**src/include/blz_pkg.sv**
```systemverilog
// shared constants and carrier types for the byte load zero-extend unit
package blz_pkg;
  localparam int unsigned XLEN         = 32;
  localparam int unsigned RIDX_W       = 5;
  localparam logic [5:0]  OPC_PLAIN    = 6'h22;  // primary opcode 34
  localparam logic [5:0]  OPC_UPDATE   = 6'h23;  // primary opcode 35
  // instruction field positions, big-endian bit 0 is msb, so lsb index = 31 - end bit
  localparam int unsigned OPC_LSB      = 26;     // bits 0-5
  localparam int unsigned DEST_LSB     = 21;     // bits 6-10
  localparam int unsigned BASE_LSB     = 16;     // bits 11-15
  localparam int unsigned DISP_LSB     = 0;      // bits 16-31
  localparam int unsigned DISP_W       = 16;
  localparam int unsigned BYTE_W       = 8;
  localparam logic [RIDX_W-1:0] REG_ZERO = 5'h00;
  localparam logic [XLEN-1:0]   WORD_ZERO = 32'h0000_0000;

  typedef enum logic [1:0] {
    BLZ_IDLE = 2'b00,
    BLZ_REQ  = 2'b01,
    BLZ_WAIT = 2'b11,
    BLZ_DONE = 2'b10
  } blz_state_t;

  // decoded instruction
  typedef struct packed {
    logic              is_load;
    logic              is_update;
    logic [RIDX_W-1:0] dest_reg_field;
    logic [RIDX_W-1:0] base_reg_field;
    logic [XLEN-1:0]   disp_ext;
  } blz_dec_t;

  // register file write port
  typedef struct packed {
    logic              en;
    logic [RIDX_W-1:0] idx;
    logic [XLEN-1:0]   data;
  } blz_wr_t;

  // memory read request
  typedef struct packed {
    logic            valid;
    logic [XLEN-1:0] addr;
  } blz_mreq_t;
endpackage : blz_pkg

```
**src/rtl/blz_unit.sv**
```systemverilog
// byte load zero-extend execution unit, plain and base-update forms
// Notes on behaviour
// (RULE_01) opcode 34 is plain byte load; dest bits 6-10, base 11-15, disp 16-31.
// (RULE_02) opcode 35 is the update form, same field positions.
// (RULE_03) loaded byte lands in bits 24-31 of dest; bits 0-23 cleared.
// (RULE_04) nonzero base: address is base contents plus sign-extended 16-bit displacement.
// (RULE_05) base field zero: address is the displacement alone, register zero ignored.
// (RULE_06) update form writes address to base if base nonzero, not dest, no fault.
// (RULE_07) no exception register or condition field change; no record variant.
// (RULE_08) one byte read at the address; writeback waits for data or fault.
`timescale 1ns/1ps
module blz_unit
  import blz_pkg::*;
(
  input  wire logic              clk,
  input  wire logic              rst,
  input  wire logic              issue_valid,
  input  wire logic [XLEN-1:0]   issue_instr,
  output logic                   issue_ready,
  output logic [RIDX_W-1:0]      base_rd_idx,
  input  wire logic [XLEN-1:0]   base_rd_data,
  output blz_mreq_t              mem_req,
  output logic [XLEN-1:0]        mem_byte_sel,
  input  wire logic              mem_rvalid,
  input  wire logic [BYTE_W-1:0] mem_rdata,
  input  wire logic              mem_align_fault,
  input  wire logic              mem_storage_fault,
  output blz_wr_t                dest_wr,
  output blz_wr_t                base_wr,
  output logic                   done,
  output logic                   fault,
  output logic                   illegal
);
  blz_dec_t              dec;
  logic [XLEN-1:0]       ea_comb;
  blz_state_t            state_q, state_d;
  blz_dec_t              ins_q, ins_d;
  blz_mreq_t             req_q, req_d;
  blz_wr_t               dwr_q, dwr_d, bwr_q, bwr_d;
  logic                  done_q, done_d, fault_q, fault_d, ill_q, ill_d;
  logic                  rdy_q, rdy_d;
  logic                  accept;

  // zero-extend one byte into a full register word
  function automatic logic [XLEN-1:0] zext_byte(input logic [BYTE_W-1:0] b);
    zext_byte = {{(XLEN-BYTE_W){1'b0}}, b};
  endfunction : zext_byte

  // base register is read combinationally from the issued word
  assign base_rd_idx = issue_instr[BASE_LSB +: RIDX_W];

  blz_decode u_dec (
    .instr            (issue_instr),
    .base_value       (base_rd_data),
    .dec              (dec),
    .computed_address (ea_comb)
  );

  assign accept = issue_valid && rdy_q;

  // next state and outputs
  always_comb begin
    state_d = state_q;
    ins_d   = ins_q;
    req_d   = req_q;
    dwr_d   = '0;
    bwr_d   = '0;
    done_d  = 1'b0;
    fault_d = 1'b0;
    ill_d   = 1'b0;
    rdy_d   = rdy_q;
    case (state_q)
      BLZ_IDLE: begin
        if (accept) begin
          if (dec.is_load) begin
            ins_d     = dec;
            req_d     = '{valid: 1'b1, addr: ea_comb};                 // RULE_08
            rdy_d     = 1'b0;
            state_d   = BLZ_REQ;
          end else begin
            ill_d     = 1'b1;                                          // unrecognised opcode
          end
        end
      end
      // an answer is taken in the request cycle as well as in wait, never dropped
      BLZ_REQ, BLZ_WAIT: begin
        req_d.valid = 1'b0;                                            // one-cycle request
        state_d     = BLZ_WAIT;
        if (mem_align_fault || mem_storage_fault) begin
          fault_d = 1'b1;                                              // RULE_08
          done_d  = 1'b1;
          rdy_d   = 1'b1;
          state_d = BLZ_IDLE;
        end else if (mem_rvalid) begin
          dwr_d = '{en: 1'b1, idx: ins_q.dest_reg_field, data: zext_byte(mem_rdata)}; // RULE_03
          if (ins_q.is_update && (ins_q.base_reg_field != REG_ZERO)
              && (ins_q.base_reg_field != ins_q.dest_reg_field)) begin
            bwr_d = '{en: 1'b1, idx: ins_q.base_reg_field, data: req_q.addr};         // RULE_06
          end
          done_d  = 1'b1;
          rdy_d   = 1'b1;
          state_d = BLZ_IDLE;
        end
      end
      default: begin
        state_d = BLZ_IDLE;
        rdy_d   = 1'b1;
      end
    endcase
  end

  // register stage; no exception or condition state is touched here
  always_ff @(posedge clk or posedge rst) begin // RULE_07
    if (rst) begin
      state_q <= BLZ_IDLE;
      ins_q   <= '0;
      req_q   <= '0;
      dwr_q   <= '0;
      bwr_q   <= '0;
      done_q  <= 1'b0;
      fault_q <= 1'b0;
      ill_q   <= 1'b0;
      rdy_q   <= 1'b1;
    end else begin
      state_q <= state_d;
      ins_q   <= ins_d;
      req_q   <= req_d;
      dwr_q   <= dwr_d;
      bwr_q   <= bwr_d;
      done_q  <= done_d;
      fault_q <= fault_d;
      ill_q   <= ill_d;
      rdy_q   <= rdy_d;
    end
  end

  // outputs straight from flops; the memory answer may come in the request
  // cycle or any later one and is taken when it comes
  assign issue_ready  = rdy_q;
  assign mem_req      = req_q;
  assign mem_byte_sel = req_q.addr;
  assign dest_wr      = dwr_q;
  assign base_wr      = bwr_q;
  assign done         = done_q;
  assign fault        = fault_q;
  assign illegal      = ill_q;

  // checks
  zext_upper_a: assert property (@(posedge clk) disable iff (rst)
    dest_wr.en |-> dest_wr.data[XLEN-1:BYTE_W] == '0)
    else $error("upper bits not cleared"); // RULE_03
  dest_byte_a: assert property (@(posedge clk) disable iff (rst)
    (state_q == BLZ_WAIT && mem_rvalid && !mem_align_fault && !mem_storage_fault)
      |=> dest_wr.en && dest_wr.data[BYTE_W-1:0] == $past(mem_rdata))
    else $error("loaded byte not written"); // RULE_03
  ea_base_a: assert property (@(posedge clk) disable iff (rst)
    (accept && dec.is_load && dec.base_reg_field != REG_ZERO)
      |=> mem_req.valid && mem_req.addr == $past(base_rd_data) + $past(dec.disp_ext))
    else $error("address sum wrong"); // RULE_04
  ea_zero_a: assert property (@(posedge clk) disable iff (rst)
    (accept && dec.is_load && dec.base_reg_field == REG_ZERO)
      |=> mem_req.addr == $past(dec.disp_ext))
    else $error("zero base not ignored"); // RULE_05
  sign_ext_a: assert property (@(posedge clk) disable iff (rst)
    dec.disp_ext[XLEN-1:DISP_W] == {(XLEN-DISP_W){issue_instr[DISP_LSB+DISP_W-1]}})
    else $error("displacement not sign-extended"); // RULE_04
  opc_match_a: assert property (@(posedge clk) disable iff (rst)
    (accept && issue_instr[OPC_LSB +: 6] != OPC_PLAIN && issue_instr[OPC_LSB +: 6] != OPC_UPDATE)
      |=> illegal && !mem_req.valid)
    else $error("foreign opcode accepted"); // RULE_01
  upd_guard_a: assert property (@(posedge clk) disable iff (rst)
    base_wr.en |-> ins_q.is_update && base_wr.idx != REG_ZERO
      && base_wr.idx != dest_wr.idx && !$past(mem_align_fault) && !$past(mem_storage_fault))
    else $error("illegal base update"); // RULE_06
  upd_value_a: assert property (@(posedge clk) disable iff (rst)
    base_wr.en |-> base_wr.data == req_q.addr && dest_wr.en)
    else $error("base update value wrong"); // RULE_06
  wb_hold_a: assert property (@(posedge clk) disable iff (rst)
    (mem_req.valid ##1 (!mem_rvalid && !mem_align_fault && !mem_storage_fault)[*2])
      |-> !dest_wr.en)
    else $error("writeback before data"); // RULE_08
  req_pulse_a: assert property (@(posedge clk) disable iff (rst)
    mem_req.valid |=> !mem_req.valid ##1 !mem_req.valid)
    else $error("request not single"); // RULE_08
  plain_cv: cover property (@(posedge clk) disable iff (rst) dest_wr.en && !ins_q.is_update);
  upd_cv: cover property (@(posedge clk) disable iff (rst) base_wr.en);
  fault_cv: cover property (@(posedge clk) disable iff (rst) fault);
  upd_same_cv: cover property (@(posedge clk) disable iff (rst)
    dest_wr.en && ins_q.is_update && !base_wr.en);
endmodule : blz_unit

```
**src/rtl/blz_decode.sv**
```systemverilog
// instruction field decoder and effective address former
`timescale 1ns/1ps
module blz_decode
  import blz_pkg::*;
(
  input  wire logic [XLEN-1:0] instr,
  input  wire logic [XLEN-1:0] base_value,
  output blz_dec_t             dec,
  output logic     [XLEN-1:0]  computed_address
);
  logic [5:0] opc;

  // field extraction and opcode match
  always_comb begin
    opc                = instr[OPC_LSB +: 6];
    dec.is_update      = (opc == OPC_UPDATE);                          // RULE_02
    dec.is_load        = (opc == OPC_PLAIN) || dec.is_update;          // RULE_01
    dec.dest_reg_field = instr[DEST_LSB +: RIDX_W];                    // RULE_01
    dec.base_reg_field = instr[BASE_LSB +: RIDX_W];                    // RULE_01
    dec.disp_ext = {{(XLEN-DISP_W){instr[DISP_LSB+DISP_W-1]}}, instr[DISP_LSB +: DISP_W]}; // RULE_04
  end

  // base of zero means displacement alone
  always_comb begin
    if (dec.base_reg_field == REG_ZERO) begin
      computed_address = dec.disp_ext;                                 // RULE_05
    end else begin
      computed_address = base_value + dec.disp_ext;                    // RULE_04
    end
  end
endmodule : blz_decode

```
**config.mk**
```make
export PLATFORM = sky130hd
export DESIGN_NAME = blz_unit
export DESIGN_NICKNAME = d
export VERILOG_FILES = /design/src/include/blz_pkg.sv /design/src/rtl/blz_unit.sv /design/src/rtl/blz_decode.sv
export SDC_FILE = /design/constraint.sdc
export NUM_CORES = 1
export LEC_CHECK = 0
export BUFFER_PORTS_ARGS = -buffer_cell sky130_fd_sc_hd__buf_2
export CORE_UTILIZATION = 53
export CTS_CLUSTER_DIAMETER = 80
export CTS_CLUSTER_SIZE = 28
export DETAILED_ROUTE_END_ITERATION = 7
export HOLD_SLACK_MARGIN = 0.06
export PLACE_DENSITY = 0.9
export SKIP_LAST_GASP = 1
export SYNTH_ARGS = -nofsm -noshare
export SYNTH_HDL_FRONTEND = slang
export SYNTH_SLANG_ARGS = --single-unit
```
**constraint.sdc**
```tcl
create_clock -name clk -period 7.83 [get_ports clk]
set_clock_uncertainty 0.15 [all_clocks]
set_input_delay 2.349 -clock clk [delete_from_list [all_inputs] [get_ports clk]]
set_output_delay 2.349 -clock clk [all_outputs]
set_load 0.005 [all_outputs]
```
==> results.txt <==
- The flow ran to the end, and the final reports show no timing, DRC or antenna violations.
- Power Density: 207 nW/µm²
* Number of standard cells after synthesis: 611
- Buffers placed on the I/O ports in this run total 203.
* Total non-filler cell area in the finished layout: 6780 µm²
- For this run the aggregate overflow at the end of global routing stands at 0.
* Internal power consumption: between 0.9 and 1 mW
- The detailed router finished its first iteration with between 300 and 400 violations.
- Switching part of the total power: 0.304
* Count of buffers added by post-CTS timing repair for setup: 0
* Worst path cell trace: buf_2 -> buf_2
- Worst-path maximum fanout: 3
- After filler insertion, the fill cell instance count of the layout stands at 910.
- In the synthesized netlist the dominant register cell turns out to be dfrtp_1.
* Total GRT Usage: 0.241
- At the end of routability-driven placement, the weighted congestion stood at 0.971.
* Later-pin clock latency in the skew report: 350 ps
- Number of hold-repair buffers added at the cts stage: 0
* Cell area after synthesis: 5760 µm²
* Worst min-delay path class: register to register
* First-pass GRT wire length: 21.3 mm
- Die boundary width: 106 µm
* Async SR Flop Fraction: 1.00
- Logic gate share of total power: 0.257
- Number of buffers created by CTS: 9
- Adding up every negative setup slack in the final design gives 0 ps.
* Count of boundary I/O pins: 228
- Leading cell type in the layout, fill and taps excluded: buf_2
- Top delay family on crit path: buffers and inverters
- In this run the core area contains 37 standard-cell rows.
- Setup violators final: 0
* Number of synthesized register bits: just over 100
- Routed vias/inst: between 5 and 6
- The slowest stage of the critical path belongs to the cell buf_2.
- Area of the placeable core: 10,400 µm²
- Power, Total: 1.40 mW
- Buffer levels on the longest clock path: 2
- Worst-path clk slew: 90 ps
- The die covers around 11,000 µm².
* Highest-count cells in the layout ignoring fill and taps: buf_2, dfrtp_1, nand2_1, and2_1, o21ai_0
- Residual antenna-violating net count after detailed routing: 0
- Number of max-slew violations in the final report: 0
- For this run, the register share of the synthesized area comes to 0.444.
- Number of antenna violations at the first check in global routing: 0
- Maximum number of pins on one net before global-route repair: 60
- Detailed placement finished with a half-perimeter wire length of 10.4 mm.
- For the pin with the worst max-slew slack, the measured transition is 1170 ps.
- Dividing the final minimum period by the clock period gives 0.650.
- After detailed routing, the number of remaining DRC violations is 0.
- Measured against its own limit, the worst slew margin works out to 0.217.
- Yosys mapped a number of flops with a built-in enable equal to 0.
* Area overhead of the layout relative to synthesis: 17.8%
* DRT Wirelength: 13.5 mm
* Clock tree from TritonCTS: yes
- The worst setup path is of the input pin to primary output kind.
* Initial cell density of the core: 0.553
* Vias in the first global route: about 4,400
* Number of clock sinks: 102
- Netlist cell types: 55
- Critical Path AT: roughly 2600 ps
- Worst hold slack: 371 ps
* Critical Path Sink Type: primary output
- STA puts the critical path data required time at 5330 ps.
* Sequential fraction of design power: 0.464
- Cell at the root of the clock tree: clkbuf_8
* Fmax achieved: slightly below 200 MHz
- Buffering stage count on the worst path with inverters included: 2
- Total number of vias: 4,765
* Diode insertion count for antenna repair: 0
- Final routed wire length divided by cell count: 14.9 µm
- Biggest cell delay along the critical path: 120 ps
- VDD sags by at most around 0.000083 V.
- Clock share of power: 0.279
- Fin util: 0.651
- Leakage power of the design: approximately 3.7 nW
* Final critical-path required period: a little over 5000 ps
- The most numerous cell type found on the critical path is buf_2.
* RSZ-0062 raised after global routing: no
* Height of the chip: 106 µm
- The tool flagged a number of max-cap violations equal to 0.
- Number of hold violations in the final report: 0
- Switching component of the power: about 0.43 mW
- Post-detailed-placement cell area: between 6000 and 7000 µm²
- Gates resized during post-CTS repair numbered 0.
- Averaged over all synthesized cells, the footprint is 9.42 µm².
* Router iterations before antenna repair: 5
- The Yosys step of the flow raised 0 warnings.
* Maximum level of the CTS H-tree: 3
- Share of final-layout standard cells stronger than drive strength 1: 0.307
- The net count of the finished layout is 880.
- Kind of start point of the critical path: input pin
cell usage after synthesis (10+ instances only):
cell type  number  area, µm²
a21o_1         10       75.1
a21oi_1        38        190
and2_1         51        319
buf_4          61        458
clkbuf_1       20       75.1
dfrtp_1       101       2530
ha_1           31        388
nand2_1        83        312
nand3_1        11       55.1
nor2_1         40        150
o21ai_0        42        210
xnor2_1        16        140
xor2_1         14        123
through the flow:
step | setup slack [ps] | std cells
after floorplan | 2660 | 634
after CTS | 2740 | 911
after detailed placement | 2400 | 895
final | 2740 | 911
after global routing | 2570 | 911
after global placement | 2430 | 895
final cells by class:
cell class	count	area, µm²	area share
Sequential cell	102	2550	0.376
Timing Repair Buffer	207	1050	0.154
Clock inverter	5	106	0.0157
Multi-Input combinational cell	445	2740	0.405
Clock buffer	11	141	0.0208
Tap cell	136	170	0.0251
Inverter	5	21.3	0.00314
worst paths after layout:
kind,start,end,slack (ps),depth (start not counted)
setup / recovery,issue_instr[20],base_rd_idx[4],2740,2
hold reg to reg,ins_q[42]$_DFFE_PP0P_,ins_q[42]$_DFFE_PP0P_,370,2
hold / removal,ins_q[42]$_DFFE_PP0P_,ins_q[42]$_DFFE_PP0P_,370,2
setup reg to reg,state_q[0]$_DFFE_PP0P_,mem_byte_sel[24]$_DFFE_PP0P_,5530,5
min in group asynchronous,rst,base_wr[4]$_DFF_PP0_,1900,2
max in group asynchronous,rst,ins_q[36]$_DFFE_PP0P_,4540,3
power groups by stage:
stage               clock (mW)  combinational, mW  sequential, mW
finish                   0.391              0.360           0.651
global placement             0              0.349           0.660
global route             0.420              0.402           0.659
CTS                      0.404              0.360           0.651
detailed placement           0              0.358           0.662
floorplan                    0              0.267           0.643
layer usage:
layer  up-vias  wire length [µm]  global-route usage  share of wire
li1       2330                 -                   -              -
met2       196              6690               0.414           0.49
met4         0               337               0.108          0.025
met3        22               751              0.0233          0.056
met1      2217              5750               0.309           0.43
met5         -                 0                   0              0
tightest hold or removal path: stages, from the launching register on:
cell     delay (ps)
dfrtp_1         370
nand2_1          60
nand2_1          60
sequential cells by signal (all words and copies together), names as in the netlist:
| name | cells |
|---|---|
| base_wr | 38 |
| dest_wr | 14 |
| done | 1 |
| fault | 1 |
| illegal | 1 |
| ins_q | 11 |
| issue_ready | 1 |
| mem_byte_sel | 32 |
| mem_req | 1 |
| state_q | 2 |
logic make-up after synthesis:
| group | Yosys count | synth area share |
|---|---|---|
| and+or+nand+nor | 213 | 0.176 |
| AOI/OAI and AO/OA | 145 | 0.165 |
| adders and majority gates | 32 | 0.0708 |
| other | 1 | 0.000651 |
| buffers and inverters | 87 | 0.0965 |
| muxes | 1 | 0.00174 |
| xor gates and xnor gates | 30 | 0.0456 |
| DFF | 102 | 0.444 |
(Power assumes the default switching activity.)
